[src/host_iface_pkg.sv]
// shared constants, carriers and helpers for the host interface front end
package host_iface_pkg;

  typedef enum logic [1:0] {
    MODE_UART,
    MODE_SPI,
    MODE_I2C,
    MODE_I2C_ALT
  } iface_mode_t;

  typedef struct packed {
    logic [6:0] addr;
    logic [7:0] wdata;
    logic wr;
    logic rd;
  } reg_req_t;

  typedef struct packed {
    logic [7:0] data;
    logic valid;
  } uart_byte_t;

  // clock figures
  localparam int CLK_KHZ = 100_000;
  localparam int REF_KHZ = 27_120;
  localparam logic [16:0] REF_STEP = 17'(REF_KHZ);
  localparam logic [16:0] REF_MOD = 17'(CLK_KHZ);

  // serial link top rate and the shortest sck half period it implies
  localparam int SPI_MAX_KBPS = 10_000;
  localparam int SPI_HALF_CYC = CLK_KHZ / (2 * SPI_MAX_KBPS);

  // select pins settle through two sync stages before being latched
  localparam logic [1:0] SELECT_SETTLE = 2'h3;

  // register addresses seen over the serial link
  localparam logic [6:0] FIFO_ADDR = 7'h05;
  localparam logic [6:0] RATE_ADDR = 7'h3B;

  // rate register layout and values
  localparam int PRESCALE_MSB = 7;
  localparam int PRESCALE_LSB = 5;
  localparam int DIVIDER_MSB = 4;
  localparam int DIVIDER_LSB = 0;
  localparam logic [7:0] RATE_RESET = 8'h7A;
  localparam logic [7:0] RATE_LOW_EXAMPLE = 8'hFA;
  localparam logic [12:0] DIV_OFFSET_LOW = 13'h0001;
  localparam logic [12:0] DIV_OFFSET_HIGH = 13'h0021;

  function automatic iface_mode_t decode_mode(input logic hi, input logic lo);
    unique case ({hi, lo})
      2'b00: decode_mode = MODE_UART;
      2'b10: decode_mode = MODE_SPI;
      2'b01: decode_mode = MODE_I2C;
      2'b11: decode_mode = MODE_I2C_ALT;
    endcase
  endfunction

  // bit period in reference clock ticks, at most 64 * 64
  function automatic logic [12:0] rate_period(input logic [7:0] r);
    logic [2:0] pre;
    logic [12:0] div;
    pre = r[PRESCALE_MSB:PRESCALE_LSB];
    div = 13'(r[DIVIDER_MSB:DIVIDER_LSB]);
    if (pre == 3'h0) begin
      rate_period = div + DIV_OFFSET_LOW;
    end else begin
      rate_period = (div + DIV_OFFSET_HIGH) << (pre - 3'h1);
    end
  endfunction

endpackage

[src/host_iface_select_spi_slave.sv]
// host interface select, pin routing, serial register slave and uart
// Summary of operation
// - reset and re-detect interface on power events
// - select pins decode uart, spi, i2c, alternate
// - shared pins routed per selected interface
// - device is slave; host drives clock
// - serial link works up to ten Mbit/s
// - slave select high holds serial logic reset
// - every serial link byte shifted most significant first
// - sample on rising edge, change on falling
// - first byte: address bits, read flag lsb
// - read returns each address's data byte later
// - write is address then data; output ignored
// - write address increments except fifo address
// - uart starts at default rate after reset
// - rate register write retimes the uart; only spi mode writes it, so uart mode runs at RATE_RESET unless a write lands in the power event cycle
// - prescale factors and divider ranges per table
// - low rate example code selects low rate
// - tabulated rates stay within error bound
// - bit rate formula from reference clock
// - uart char: start, eight lsb-first, stop
`timescale 1ns/1ps
module host_iface_select_spi_slave
  import host_iface_pkg::*;
(
  input wire logic clk,
  input wire logic reset_n,
  input wire logic power_up_restart,
  input wire logic iface_select_lo,
  input wire logic iface_select_hi,
  input wire logic shared_pin_zero_in,
  input wire logic shared_pin_one_in,
  input wire logic shared_pin_two_in,
  input wire logic shared_pin_three_in,
  output logic shared_pin_zero_out,
  output logic shared_pin_zero_oe,
  output logic shared_pin_one_out,
  output logic shared_pin_one_oe,
  output logic shared_pin_two_out,
  output logic shared_pin_two_oe,
  output logic shared_pin_three_out,
  output logic shared_pin_three_oe,
  output iface_mode_t iface_mode,
  output logic iface_ready,
  output reg_req_t reg_req,
  input wire logic [7:0] reg_rd_data,
  output logic [7:0] uart_rate_reg,
  input wire logic [7:0] tx_data,
  input wire logic tx_valid,
  output logic tx_ready,
  output uart_byte_t rx_byte,
  output logic i2c_scl_level,
  output logic i2c_sda_level,
  output logic bus_addr_bit_one,
  output logic bus_addr_bit_two
);

  typedef enum logic [1:0] {RX_IDLE, RX_START, RX_DATA, RX_STOP} rx_state_t;

  // sync index: 0..3 shared pins, 4 select lo, 5 select hi
  typedef struct packed {
    logic [5:0] meta;
    logic [5:0] sync;
    logic sck_prev;
    logic rx_prev;
    logic [1:0] settle;
    logic ready;
    iface_mode_t mode;
    logic [2:0] bit_cnt;
    logic [7:0] sh_in;
    logic first;
    logic is_read;
    logic [6:0] addr;
    logic load_pend;
    logic [7:0] tx_byte;
    logic [6:0] miso_sh;
    logic miso;
    reg_req_t req;
    logic [7:0] rate;
    rx_state_t rx_st;
    logic [2:0] rx_cnt;
    logic [7:0] rx_sh;
    uart_byte_t rx_out;
    logic tx_busy;
    logic [3:0] tx_cnt;
    logic [8:0] tx_sh;
    logic tx_line;
    logic tx_rdy;
    logic [3:0] pin_out;
    logic [3:0] pin_oe;
    logic [3:0] i2c_lv;
  } main_state_t;

  main_state_t st_reg;
  main_state_t st_next;
  logic sck_rise;
  logic sck_fall;
  logic spi_on;
  logic spi_hold;
  logic uart_on;
  logic rx_tick;
  logic tx_tick;
  logic rx_restart;
  logic tx_restart;
  logic [7:0] byte_in;

  assign spi_on = st_reg.ready && st_reg.mode == MODE_SPI;
  assign spi_hold = !spi_on || st_reg.sync[3];
  assign uart_on = st_reg.ready && st_reg.mode == MODE_UART;
  assign sck_rise = !st_reg.sck_prev && st_reg.sync[1];
  assign sck_fall = st_reg.sck_prev && !st_reg.sync[1];
  assign byte_in = {st_reg.sh_in[6:0], st_reg.sync[0]};
  assign rx_restart = uart_on && st_reg.rx_st == RX_IDLE &&
    st_reg.rx_prev && !st_reg.sync[0];
  assign tx_restart = tx_valid && st_reg.tx_rdy;

  uart_bit_timer rx_timer (
    .clk(clk),
    .reset_n(reset_n),
    .rate(st_reg.rate),
    .restart(rx_restart),
    .half(1'b1),
    .tick(rx_tick)
  );

  uart_bit_timer tx_timer (
    .clk(clk),
    .reset_n(reset_n),
    .rate(st_reg.rate),
    .restart(tx_restart),
    .half(1'b0),
    .tick(tx_tick)
  );

  always_comb begin
    st_next = st_reg;
    st_next.meta = {iface_select_hi, iface_select_lo, shared_pin_three_in,
      shared_pin_two_in, shared_pin_one_in, shared_pin_zero_in};
    st_next.sync = st_reg.meta;
    st_next.sck_prev = st_reg.sync[1];
    st_next.rx_prev = st_reg.sync[0];
    st_next.req.wr = 1'b0;
    st_next.req.rd = 1'b0;
    st_next.load_pend = 1'b0;
    st_next.rx_out.valid = 1'b0;

    // interface type caught once after each power event, then frozen
    if (power_up_restart) begin
      st_next.settle = SELECT_SETTLE;
      st_next.ready = 1'b0;
      st_next.rate = RATE_RESET;
    end else if (st_reg.settle != 2'h0) begin
      st_next.settle = st_reg.settle - 2'h1;
      if (st_reg.settle == 2'h1) begin
        st_next.mode = decode_mode(st_reg.sync[5], st_reg.sync[4]);
        st_next.ready = 1'b1;
      end
    end

    // serial slave; clock is the host's, sampled here
    if (spi_hold) begin
      st_next.bit_cnt = 3'h0;
      st_next.first = 1'b1;
      st_next.is_read = 1'b0;
      st_next.addr = 7'h00;
      st_next.tx_byte = 8'h00;
    end else begin
      if (sck_rise) begin
        st_next.sh_in = byte_in;
        st_next.bit_cnt = st_reg.bit_cnt + 3'h1;
        if (st_reg.bit_cnt == 3'h7) begin
          if (st_reg.first || st_reg.is_read) begin
            st_next.first = 1'b0;
            st_next.addr = byte_in[7:1];
            st_next.is_read = st_reg.first ? byte_in[0] : st_reg.is_read;
            if (st_reg.first ? byte_in[0] : st_reg.is_read) begin
              st_next.req.rd = 1'b1;
              st_next.req.addr = byte_in[7:1];
              st_next.load_pend = 1'b1;
            end
          end else begin
            st_next.req.wr = 1'b1;
            st_next.req.addr = st_reg.addr;
            st_next.req.wdata = byte_in;
            if (st_reg.addr == RATE_ADDR) begin
              st_next.rate = byte_in;
            end
            if (st_reg.addr != FIFO_ADDR) begin
              st_next.addr = st_reg.addr + 7'h01;
            end
          end
        end
      end
      // read data lands a cycle after the request, well before next fall
      if (st_reg.load_pend) begin
        st_next.tx_byte = (st_reg.req.addr == RATE_ADDR) ?
          st_reg.rate : reg_rd_data;
      end
      if (sck_fall) begin
        if (st_reg.bit_cnt == 3'h0) begin
          st_next.miso = st_reg.tx_byte[7];
          st_next.miso_sh = st_reg.tx_byte[6:0];
        end else begin
          st_next.miso = st_reg.miso_sh[6];
          st_next.miso_sh = {st_reg.miso_sh[5:0], 1'b0};
        end
      end
    end

    // uart receive, lsb first, checked at mid bit
    unique case (st_reg.rx_st)
      RX_IDLE: begin
        if (rx_restart) begin
          st_next.rx_st = RX_START;
        end
      end
      RX_START: begin
        if (rx_tick) begin
          st_next.rx_st = st_reg.sync[0] ? RX_IDLE : RX_DATA;
          st_next.rx_cnt = 3'h0;
        end
      end
      RX_DATA: begin
        if (rx_tick) begin
          st_next.rx_sh = {st_reg.sync[0], st_reg.rx_sh[7:1]};
          st_next.rx_cnt = st_reg.rx_cnt + 3'h1;
          if (st_reg.rx_cnt == 3'h7) begin
            st_next.rx_st = RX_STOP;
          end
        end
      end
      RX_STOP: begin
        if (rx_tick) begin
          st_next.rx_st = RX_IDLE;
          st_next.rx_out.valid = st_reg.sync[0];
          st_next.rx_out.data = st_reg.rx_sh;
        end
      end
    endcase
    if (!uart_on) begin
      st_next.rx_st = RX_IDLE;
    end

    // uart transmit: start bit now, then data and stop on each tick
    if (tx_restart) begin
      st_next.tx_busy = 1'b1;
      st_next.tx_line = 1'b0;
      st_next.tx_sh = {1'b1, tx_data};
      st_next.tx_cnt = 4'hA;
    end else if (st_reg.tx_busy && tx_tick) begin
      if (st_reg.tx_cnt == 4'h1) begin
        st_next.tx_busy = 1'b0;
      end else begin
        st_next.tx_line = st_reg.tx_sh[0];
        st_next.tx_sh = {1'b1, st_reg.tx_sh[8:1]};
      end
      st_next.tx_cnt = st_reg.tx_cnt - 4'h1;
    end
    if (!uart_on) begin
      st_next.tx_busy = 1'b0;
      st_next.tx_line = 1'b1;
    end
    st_next.tx_rdy = uart_on && !st_next.tx_busy && !tx_restart;

    // pin routing; the i2c engine lives elsewhere, its pins stay inputs
    st_next.pin_out = 4'h0;
    st_next.pin_oe = 4'h0;
    if (spi_on) begin
      st_next.pin_out[2] = st_next.miso;
      st_next.pin_oe[2] = !st_reg.sync[3];
    end else if (uart_on) begin
      st_next.pin_out[2] = st_next.tx_line;
      st_next.pin_oe[2] = 1'b1;
    end
    st_next.i2c_lv = 4'h0;
    if (st_reg.ready && st_reg.mode == MODE_I2C) begin
      st_next.i2c_lv = {st_reg.sync[1], st_reg.sync[3], st_reg.sync[2],
        st_reg.sync[0]};
    end else if (st_reg.ready && st_reg.mode == MODE_I2C_ALT) begin
      st_next.i2c_lv = {st_reg.sync[1], st_reg.sync[2], st_reg.sync[3],
        st_reg.sync[0]};
    end
  end

  always_ff @(posedge clk or negedge reset_n) begin
    if (!reset_n) begin
      st_reg <= '0;
      st_reg.settle <= SELECT_SETTLE;
      st_reg.rate <= RATE_RESET;
      st_reg.first <= 1'b1;
      st_reg.tx_line <= 1'b1;
    end else begin
      st_reg <= st_next;
    end
  end

  assign shared_pin_zero_out = st_reg.pin_out[0];
  assign shared_pin_zero_oe = st_reg.pin_oe[0];
  assign shared_pin_one_out = st_reg.pin_out[1];
  assign shared_pin_one_oe = st_reg.pin_oe[1];
  assign shared_pin_two_out = st_reg.pin_out[2];
  assign shared_pin_two_oe = st_reg.pin_oe[2];
  assign shared_pin_three_out = st_reg.pin_out[3];
  assign shared_pin_three_oe = st_reg.pin_oe[3];
  assign iface_mode = st_reg.mode;
  assign iface_ready = st_reg.ready;
  assign reg_req = st_reg.req;
  assign uart_rate_reg = st_reg.rate;
  assign tx_ready = st_reg.tx_rdy;
  assign rx_byte = st_reg.rx_out;
  assign i2c_scl_level = st_reg.i2c_lv[3];
  assign i2c_sda_level = st_reg.i2c_lv[2];
  assign bus_addr_bit_two = st_reg.i2c_lv[1];
  assign bus_addr_bit_one = st_reg.i2c_lv[0];
endmodule

[src/uart_bit_timer.sv]
// bit timer: derives the reference tick rate and divides it per rate setting
`timescale 1ns/1ps
module uart_bit_timer
  import host_iface_pkg::*;
(
  input wire logic clk,
  input wire logic reset_n,
  input wire logic [7:0] rate,
  input wire logic restart,
  input wire logic half,
  output logic tick
);

  typedef struct packed {
    logic [16:0] acc;
    logic [12:0] cnt;
    logic tick;
  } timer_state_t;

  timer_state_t st_reg;
  timer_state_t st_next;
  logic [16:0] acc_sum;
  logic ref_en;
  logic [12:0] period;

  assign acc_sum = st_reg.acc + REF_STEP;
  assign ref_en = acc_sum >= REF_MOD;
  assign period = rate_period(rate);
  assign tick = st_reg.tick;

  // fractional accumulator gives the reference tick rate on average; the
  // 10 ns jitter is far inside the character tolerance
  always_comb begin
    st_next = st_reg;
    st_next.tick = 1'b0;
    st_next.acc = ref_en ? acc_sum - REF_MOD : acc_sum;
    if (restart) begin
      st_next.cnt = half ? (period >> 1) : period;
    end else if (ref_en) begin
      if (st_reg.cnt <= 13'h0001) begin
        st_next.tick = 1'b1;
        st_next.cnt = period;
      end else begin
        st_next.cnt = st_reg.cnt - 13'h0001;
      end
    end
  end

  always_ff @(posedge clk or negedge reset_n) begin
    if (!reset_n) begin
      st_reg <= '0;
    end else begin
      st_reg <= st_next;
    end
  end
endmodule
[config.mk]
export PLATFORM = sky130hd
export DESIGN_NAME = host_iface_select_spi_slave
export DESIGN_NICKNAME = d
export VERILOG_FILES = /design/src/host_iface_pkg.sv /design/src/host_iface_select_spi_slave.sv /design/src/uart_bit_timer.sv
export SDC_FILE = /design/constraint.sdc
export NUM_CORES = 1
export LEC_CHECK = 0
export BUFFER_PORTS_ARGS = -buffer_cell sky130_fd_sc_hd__buf_4
export CORE_MARGIN = 2
export CORE_UTILIZATION = 61
export DETAILED_ROUTE_END_ITERATION = 6
export HOLD_SLACK_MARGIN = 0.03
export PLACE_DENSITY = 0.93
export SYNTH_ARGS = -nofsm -noshare
export SYNTH_HDL_FRONTEND = slang
export SYNTH_SLANG_ARGS = --single-unit
[constraint.sdc]
create_clock -name clk -period 4.06 [get_ports clk]
set_clock_uncertainty 0.05 [all_clocks]
set_input_delay 0.609 -clock clk [delete_from_list [all_inputs] [get_ports clk]]
set_output_delay 0.609 -clock clk [all_outputs]
set_load 0.02 [all_outputs]
==> results of run 1 <==
## cells in the mapped netlist (5+ instances only)
library cell	n	area share, %
or2_2	5	0.31
nor4_1	13	0.81
xor2_1	12	1.0
dfstp_2	9	2.4
a21o_1	9	0.67
inv_1	36	1.4
buf_1	5	0.19
mux2i_1	38	3.8
nor2_1	105	3.9
xnor2_1	34	3.0
nor3_1	22	1.1
a2bb2oi_1	6	0.52
o21ai_0	82	4.1
o21a_1	6	0.45
clkbuf_1	39	1.5
ha_1	26	3.2
a22oi_1	14	1.0
a21oi_1	58	2.9
nor2b_1	10	0.63
buf_4	43	3.2
o2111ai_1	5	0.44
and3_1	7	0.44
o211ai_1	5	0.38
a31oi_1	11	0.69
dfrtp_1	168	42
and2_1	7	0.44
a211oi_1	15	1.1
buf_2	6	0.30
nand2b_1	8	0.50
nand4_1	7	0.44
or3_1	6	0.38
nand3b_1	6	0.45
nand2_1	102	3.8
nand3_1	13	0.65
o22ai_1	12	0.75
mux2_2	35	3.9
## per-stage QoR
step | cell area (sq um) | utilization, % | instances | setup slack, ns
floorplan | 10030 | - | 1066 | 1.081
global placement | 10330 | 64.82 | 1262 | 0.8146
detailed placement | 10330 | 64.82 | 1262 | 0.6590
CTS | 10930 | 68.58 | 1294 | 0.6443
global route | 10930 | 68.58 | 1294 | 0.3189
finish | 10930 | 68.58 | 1294 | 0.5907
## worst paths after layout
path / start / endpoint / slack, ns / cells after the start
max: tx_timer.st_reg[18]$_DFF_PN0_ / tx_timer.st_reg[1]$_DFFE_PN0P_ / 0.59 / 12
min: reset_n / st_reg[95]$_DFFE_PN0P_ / 0.17 / 1
max reg2reg: tx_timer.st_reg[18]$_DFF_PN0_ / tx_timer.st_reg[1]$_DFFE_PN0P_ / 0.59 / 12
min reg2reg: st_next[123]$_DFF_PN0_ / st_reg[123]$_DFF_PN0_ / 0.30 / 0
max in group asynchronous: reset_n / rx_timer.st_reg[7]$_DFFE_PN0P_ / 2.87 / 2
min in group clk: iface_select_lo / st_next[123]$_DFF_PN0_ / 0.22 / 1
## final cells by class
type / instances / area share [%]
Clock buffer: 21 / 4.394
Clock inverter: 11 / 1.099
Inverter: 37 / 1.270
Multi-Input combinational cell: 755 / 44.72
Sequential cell: 177 / 40.61
Tap cell: 216 / 2.472
Timing Repair Buffer: 77 / 5.435
## worst register-to-register path, cell delays in order (launching register included)
cell       delay, ns
dfrtp_1         0.46
inv_1           0.12
ha_1            0.31
xnor2_1         0.29
ha_1            0.19
inv_1           0.06
a32oi_1         0.19
o32ai_1         0.14
o21ai_0         0.35
a2bb2oi_4       0.20
nor2_1          0.63
o21ai_0         0.21
o211a_1         0.16
## routing by layer
metal  track usage [%]  wire length [um]
met1             35.60              9526
met2             43.23             11090
met3             6.190              1673
met4             9.722               488
met5                 0                 0
## power groups by stage
stage | registers [mW] | clock network, mW | logic, mW
after floorplan | 2.09 | 0 | 0.364
after global placement | 2.12 | 0 | 0.464
after detailed placement | 2.14 | 0 | 0.493
after CTS | 2.11 | 1.67 | 0.501
after global routing | 2.14 | 1.75 | 0.564
final | 2.12 | 1.66 | 0.498
## cell families after synthesis
kind of cell	count (synthesis)	share of synthesized area (%)
buffers and inverters	134	7.012
DFF	177	44.36
and+or+nand+nor	331	15.75
other	1	0.03746
AOI/OAI and AO/OA	272	17.60
adders and majority gates	26	3.250
xor gates and xnor gates	46	4.025
muxes	74	7.962
==> results.txt, run 1 <==
# diodes: 0
first-pass GRT wire length: 38110 um
Peak Freq: 288.2 MHz
total grt overflow: 0
HP Class: primary input to asynchronous set/reset pin
commonest non-fill, non-tap cell in the layout: dfrtp_1
num ports: 76
logic gate share of total power: 11.7%
worst path required time: 4.34 ns
share of cells above drive strength 1: 15.77%
Power Density: 390.8 mW/mm^2
all-layer global routing usage: 26.78%
drt pass-1 iters: 5
peak supply drop: 0.3732 mV
# rows: 46
final count of pins violating max slew: 0
Top FF cell, synth: dfrtp_1
cell count after synthesis: 1061
# H-tree levels: 4
Routed WL: 22780 um
IO Port Bufs: 69
CTS Root Cell: clkbuf_16
LEAKAGE: 4.814 nW
DRT iter0 DRCs: 828
CP cell instances: inv_1, ha_1, xnor2_1, ha_1, inv_1, a32oi_1, o32ai_1, o21ai_0, a2bb2oi_4, nor2_1, o21ai_0, o211a_1
Seq pwr share: 49.6%
Resized cells post-CTS: 0
Ys Warns: 0
Post-CTS Setup Inserts: 0
wire per inst: 17.60 um
setup tns final: 0 ns
Critical Path Max Stage Delay: 0.63 ns
Seq/Total Area, Yosys: 44.36%
max cap viols: 0
via count: 7997
Reg clk slew, reported paths: 0.07 ns
area delta synth->final: 9.237%
max_slew headroom: 37.69%
core area: 0.01594 sq mm
status: completed
Die H: 132.1 um
drt drc: 0
element type at the critical path end: register
register area: 0.004441 sq mm
number of flip-flops in the largest register: 65
CTS Hold Buffers Added: 0
initial core utilization: 62.78%
Final setup violation count: 0
Sw Ratio: 27.80%
worst-skew pair later-pin latency: 0.44 ns
Crit-path slowest cell: nor2_1
CP Max Fanout: 15
Async S/R FF share, synth: 100.0%
vias per cell: 6.180
Final #Nets: 1117
Cell Area, Synth: 0.01001 sq mm
die width: 132.1 um
Worst Path Arrival: 3.74 ns
GP Congestion: 0.9142
Post-DP HPWL: 15010 um
Psw: 1.188 mW
Syn Area/Cell: 9.434 sq um
vias in the first global route: 7758
total power draw: 4.273 mW
Post-synth EDFFs: 0
CTS buffer count: 17
most frequent cells in the layout: 168 x dfrtp_1, 105 x nor2_1, 102 x nand2_1
initial antenna violation count: 0
Final Cycle Share: 85.45%
clock group share of total power: 38.8%
delay-heaviest family, CP: compound AO/OA/AOI/OAI gates
Fillers: 1148
Hold Fails Final Rpt: 0
Crit Path Class: register to register
maximum clock path buffer count: 2
largest net degree at the start of global routing: 93
Startpoint Class: register
CTS sink cnt: 177
unrepaired setup endpoints after global routing: false
Min Clock Period, post-route: 3.469 ns
die area: 0.01745 sq mm
Int Pwr: 3.085 mW
synth unique cells: 79
worst slew pin tran: 0.9347 ns
multi-input logic area: 0.004890 sq mm
CTS tree: built
antenna-violating nets left: 0
final hold slack: 0.1711 ns
CP Buf/Inv Count: 2
#FFs+latches synth: 177
(Power assumes the default switching activity.)
==> run 2: changes to the inputs <==
--- a/config.mk
+++ b/config.mk
@@ -12,4 +12,5 @@
 export HOLD_SLACK_MARGIN = 0.03
 export PLACE_DENSITY = 0.93
+export SETUP_SLACK_MARGIN = 0.3
 export SYNTH_ARGS = -nofsm -noshare
 export SYNTH_HDL_FRONTEND = slang
==> constraint.sdc (replaced) <==
create_clock -name clk -period 4.06 [get_ports clk]
set_clock_uncertainty 0.05 [all_clocks]
set_input_delay 0.203 -clock clk [delete_from_list [all_inputs] [get_ports clk]]
set_output_delay 0.203 -clock clk [all_outputs]
set_load 0.02 [all_outputs]
==> results.txt, run 2 (synthesis gave the netlist of run 1 again) <==
LEAKAGE: 4.881 nW
FF-to-FF path depth: 13
CTS Root Cell: clkbuf_16
num ports: 76
first-pass GRT wire length: 39570 um
Final #Nets: 1133
final count of pins violating max slew: 0
# rows: 46
CP Max Fanout: 15
Hold Fails Final Rpt: 0
final hold slack: 0.06086 ns
unrepaired setup endpoints after global routing: false
peak supply drop: 0.3636 mV
DRT iter0 DRCs: 646
die width: 132.1 um
initial core utilization: 62.78%
status: completed
vias per cell: 6.191
Die H: 132.1 um
multi-input logic area: 0.004892 sq mm
maximum clock path buffer count: 2
worst hold path startpoint: reg_rd_data[7]
initial antenna violation count: 0
# diodes: 0
worst reg2reg path endpoint: tx_timer.st_reg[4]$_DFFE_PN0P_
R2R setup slack: 0.63 ns
IO Port Bufs: 69
max cap viols: 0
share of cells above drive strength 1: 15.54%
WHS Endpoint: st_reg[90]$_DFFE_PN0P_
number of flip-flops in the largest register: 65
GP Congestion: 0.9135
most frequent cells in the layout: 168 x dfrtp_1, 104 x nor2_1, 102 x nand2_1
worst hold stages: 3
Routed WL: 23920 um
largest net degree at the start of global routing: 92
Post-DP HPWL: 14930 um
register area: 0.004441 sq mm
setup tns final: 0 ns
Power Density: 390.6 mW/mm^2
Fillers: 1097
vias in the first global route: 7944
Final Cycle Share: 84.60%
element type at the critical path end: register
all-layer global routing usage: 27.98%
commonest non-fill, non-tap cell in the layout: dfrtp_1
drt drc: 0
Startpoint Class: register
via count: 8110
max_slew headroom: 33.59%
# H-tree levels: 4
CTS buffer count: 17
worst path required time: 4.31 ns
Min Clock Period, post-route: 3.435 ns
HP Class: primary input to register
Worst Path Arrival: 3.69 ns
antenna-violating nets left: 0
drt pass-1 iters: 6
Peak Freq: 291.1 MHz
total grt overflow: 0
CTS sink cnt: 177
Critical R2R Launch: tx_timer.st_reg[18]$_DFF_PN0_
Crit Path Class: register to register
Final setup violation count: 0
wire per inst: 18.26 um
CTS tree: built
area delta synth->final: 10.90%
core area: 0.01594 sq mm
die area: 0.01745 sq mm
worst slew pin tran: 0.9962 ns
worst-skew pair later-pin latency: 0.45 ns
Reg clk slew, reported paths: 0.07 ns
[run 2: worst max path at each step]
stage                                  start                        endpoint  slack [ns]  cells past startpoint
6_report       tx_timer.st_reg[18]$_DFF_PN0_  tx_timer.st_reg[4]$_DFFE_PN0P_        0.63                     13
5_1_grt        tx_timer.st_reg[18]$_DFF_PN0_  tx_timer.st_reg[4]$_DFFE_PN0P_        0.35                     13
4_1_cts        tx_timer.st_reg[18]$_DFF_PN0_  tx_timer.st_reg[1]$_DFFE_PN0P_        0.63                     12
3_5_place_dp   tx_timer.st_reg[18]$_DFF_PN0_  tx_timer.st_reg[1]$_DFFE_PN0P_        0.66                     12
3_3_place_gp   tx_timer.st_reg[18]$_DFF_PN0_  tx_timer.st_reg[1]$_DFFE_PN0P_        0.81                     12
2_1_floorplan     uart_rate_reg[5]$_DFF_PN1_  rx_timer.st_reg[9]$_DFFE_PN0P_        1.08                     12
[run 2: layout make-up]
cell class / instances / area share [%]
multi-input combinational: 755 / 44.07
sequential: 177 / 40.00
timing repair buffer: 93 / 6.797
clock buffer: 20 / 4.114
tap: 216 / 2.435
clock inverter: 12 / 1.330
inverter: 37 / 1.251
[run 2: routing by layer]
metal	track usage, %	share of wire, %	wire length, um	up-vias
met5	0	0	0	-
met1	36.48	41	9833	3878
met3	7.536	7.6	1826	64
li1	-	-	-	3772
met2	44.88	49	11660	396
met4	10.81	2.5	595	0
[run 2: what timing repair did]
item | 4_1_cts | 5_1_grt
hold buffers | 16 | 0
hold endpoints to repair | 100 | 0
setup buffers | 0 | 0
gates resized for setup | 0 | 1
endpoints found under the setup margin | 0 | 1
[run 2: per-stage QoR]
stage | util, % | worst slack (ns) | total power [mW] | instances | cell area (sq um)
after global routing | 69.63 | 0.3489 | 4.513 | 1310 | 11100
final | 69.63 | 0.6251 | 4.336 | 1310 | 11100
after floorplan | - | 1.081 | 2.451 | 1066 | 10030
after CTS | 69.61 | 0.6344 | 4.333 | 1310 | 11100
after detailed placement | 64.82 | 0.6629 | 2.629 | 1262 | 10330
after global placement | 64.82 | 0.8148 | 2.588 | 1262 | 10330
[run 2: worst max-delay path, stage by stage (launching register included)]
cell and delay (ns):
dfrtp_1 0.46, inv_1 0.12, ha_1 0.32, xnor2_1 0.20, ha_1 0.22, inv_1 0.09, a21oi_1 0.07, o32ai_1 0.39
o21ai_0 0.23, a2bb2oi_4 0.42, buf_4 0.27, nand2_1 0.09, a221oi_1 0.30, a21oi_1 0.06
[run 2: power by group]
part           switching [mW]  internal, mW
Combinational           0.282         0.239
Sequential              0.190          1.93
Clock                   0.741         0.955
==> run 3: changes to the inputs <==
Settings changed: ABC_AREA from default to 1.
Clock period 4.06 ns to 3.3 ns, I/O delays scaled along.
==> results.txt, run 3 <==
Post-DP HPWL: 16840 um
share of cells above drive strength 1: 15.34%
Async S/R FF share, synth: 100.0%
final count of pins violating max slew: 0
peak supply drop: 0.3460 mV
Crit Path Class: register to register
# H-tree levels: 4
crit path launch: tx_timer.st_reg[18]$_DFF_PN0_
max cap viols: 0
die area: 0.01816 sq mm
unrepaired setup endpoints after global routing: false
IO Port Bufs: 69
Cell Area, Synth: 0.01043 sq mm
Critical R2R Launch: tx_timer.st_reg[18]$_DFF_PN0_
max_slew headroom: 45.91%
all-layer global routing usage: 28.98%
worst slew pin tran: 0.8113 ns
area leader, netlist: dfrtp_1
Critical Path Max Stage Delay: 0.40 ns
worst reg2reg path endpoint: tx_timer.st_reg[20]$_DFF_PN0_
vias in the first global route: 8969
number of flip-flops in the largest register: 65
CP Max Fanout: 20
area delta synth->final: 11.32%
Worst Path Arrival: 3.04 ns
drt drc: 0
total power draw: 5.445 mW
most used cell, CP: inv_1
via count: 9198
commonest cells in the netlist: 333 x nand2_1, 168 x dfrtp_1, 133 x inv_1
Crit-path slowest cell: dfrtp_1
Synth area leaders: dfrtp_1 40%, nand2_1 12%, nand3_1 6.1%
CTS buffer count: 17
element type at the critical path end: register
LEAKAGE: 5.503 nW
initial core utilization: 62.69%
Post-synth EDFFs: 0
# diodes: 0
cell count after synthesis: 1333
initial antenna violation count: 0
top-area cell type share of the netlist area: 40.30%
WHS Endpoint: st_reg[83]$_DFFE_PN0P_
setup tns final: 0 ns
#FFs+latches synth: 177
R2R setup slack: 0.54 ns
CTS sink cnt: 177
count leader, synth: nand2_1
Top FF cell, synth: dfrtp_1
worst path required time: 3.58 ns
maximum clock path buffer count: 2
largest net degree at the start of global routing: 88
drt pass-1 iters: 6
FF-to-FF path depth: 15
die width: 134.8 um
wire per inst: 15.48 um
Seq/Total Area, Yosys: 42.56%
CTS tree: built
CP cell instances: inv_1, ha_2, xor2_2, inv_1, ha_1, inv_1, nand3_1, nand2_1, nand3_2, nand3_1, nand2_2, nand2_8, inv_1, nand2_1, o21ai_1
# rows: 47
num ports: 76
CTS Root Cell: clkbuf_16
Final setup violation count: 0
Peak Freq: 362.2 MHz
Routed WL: 25000 um
first-pass GRT wire length: 42460 um
antenna-violating nets left: 0
core area: 0.01664 sq mm
worst-skew pair later-pin latency: 0.44 ns
Ys Warns: 0
Startpoint Class: register
synth unique cells: 51
total grt overflow: 0
most frequent cells in the layout: 333 x nand2_1, 168 x dfrtp_1, 133 x inv_1
Power Density: 468.9 mW/mm^2
Die H: 134.8 um
GP Congestion: 0.9260
Syn Area/Cell: 7.826 sq um
DRT iter0 DRCs: 698
HP Class: primary input to register
Final #Nets: 1434
status: completed
Final Cycle Share: 83.67%
vias per cell: 5.695
worst hold path startpoint: reg_rd_data[0]
commonest non-fill, non-tap cell in the layout: nand2_1
Min Clock Period, post-route: 2.761 ns
Reg clk slew, reported paths: 0.07 ns
worst hold stages: 3
Hold Fails Final Rpt: 0
## run 3: cell count changes in the layout (fill, tap and decap cells not counted), sizes merged, moves of 13 or more
cell and change:
o21ai +33, xor2 +18, mux2 -32, nor2 +17, a22oi -13, nand4 +29, nand3 +134, mux2i -38
a21oi -28, xnor2 -26, a211oi -14, inv +111, nand2 +250
## run 3: worst max-delay path, delay by kind of cell (launching register included)
| kind | cells | cell delay [ns] |
|---|---|---|
| simple gates | 7 | 0.94 |
| compound gates | 1 | 0.07 |
| flops | 1 | 0.40 |
| buf+inv | 4 | 0.52 |
| fa+ha+maj | 2 | 0.48 |
| xor+xnor | 1 | 0.19 |
## run 3: layer usage
metal  part of all wire (%)  wire length, um  global-route usage, %  vias to the layer above
met5                      0                0                      0                        -
met4                    3.3              821                  11.87                        0
met3                    5.5             1370                  4.467                       84
met2                     50            12610                  49.97                      369
met1                     41            10190                  36.60                     4340
li1                       -                -                      -                     4405
## run 3: cell type report
| type | count | area [sq um] |
|---|---|---|
| Fill cell | 1184 | 5029 |
| Multi-Input combinational cell | 938 | 4960 |
| Sequential cell | 177 | 4441 |
| Timing Repair Buffer | 101 | 829.5 |
| Inverter | 147 | 551.8 |
| Clock buffer | 21 | 460.4 |
| Tap cell | 220 | 275.3 |
| Clock inverter | 11 | 96.34 |
## run 3: kinds of logic after synthesis
kind of cell | after synthesis | synth area share (%)
adder cells (fa/ha/maj) | 26 | 3.118
AND/OR/NAND/NOR | 686 | 30.51
flip-flops | 177 | 42.56
AO/OA/AOI/OAI | 179 | 9.811
other | 1 | 0.03595
buffers and inverters | 223 | 10.30
XOR/XNOR | 38 | 3.334
multiplexers | 3 | 0.3238
## run 3: how the worst max path moves through the flow
| stage | to | cells after the start |
|---|---|---|
| after floorplan | rx_timer.st_reg[1]$_DFFE_PN0P_ | 12 |
| after global placement | tx_timer.st_reg[20]$_DFF_PN0_ | 15 |
| after detailed placement | tx_timer.st_reg[20]$_DFF_PN0_ | 15 |
| after CTS | tx_timer.st_reg[20]$_DFF_PN0_ | 15 |
| after global routing | rx_timer.st_reg[13]$_DFFE_PN0P_ | 12 |
| final | tx_timer.st_reg[20]$_DFF_PN0_ | 15 |
## run 3: timing repair
item                       in CTS  in global routing
setup endpoints to repair       0                 19
resized for setup               0                  4
buffers inserted                0                  0
hold buffers                   22                  0
hold endpoints to repair      104                  0
## run 3: through the flow
step	hold slack (ns)	instances	instance area, sq um	util, %	setup WS [ns]
6_report	0.07424	1615	11610	69.78	0.5388
5_1_grt	0.07950	1615	11610	69.78	0.3049
4_1_cts	0.03999	1615	11590	69.64	0.3098
3_5_place_dp	0.2254	1561	10810	64.97	0.3766
3_3_place_gp	0.2252	1561	10810	64.97	0.5769
2_1_floorplan	-0.1806	1338	10450	-	0.9519
## run 3: power by group
| group | total (mW) | leakage, nW | switching (mW) | internal [mW] |
|---|---|---|---|---|
| clock network | 1.94 | 0.273 | 0.910 | 1.03 |
| logic | 0.907 | 2.96 | 0.539 | 0.368 |
| registers | 2.60 | 2.27 | 0.222 | 2.38 |
| total | 5.45 | 5.50 | 1.67 | 3.77 |
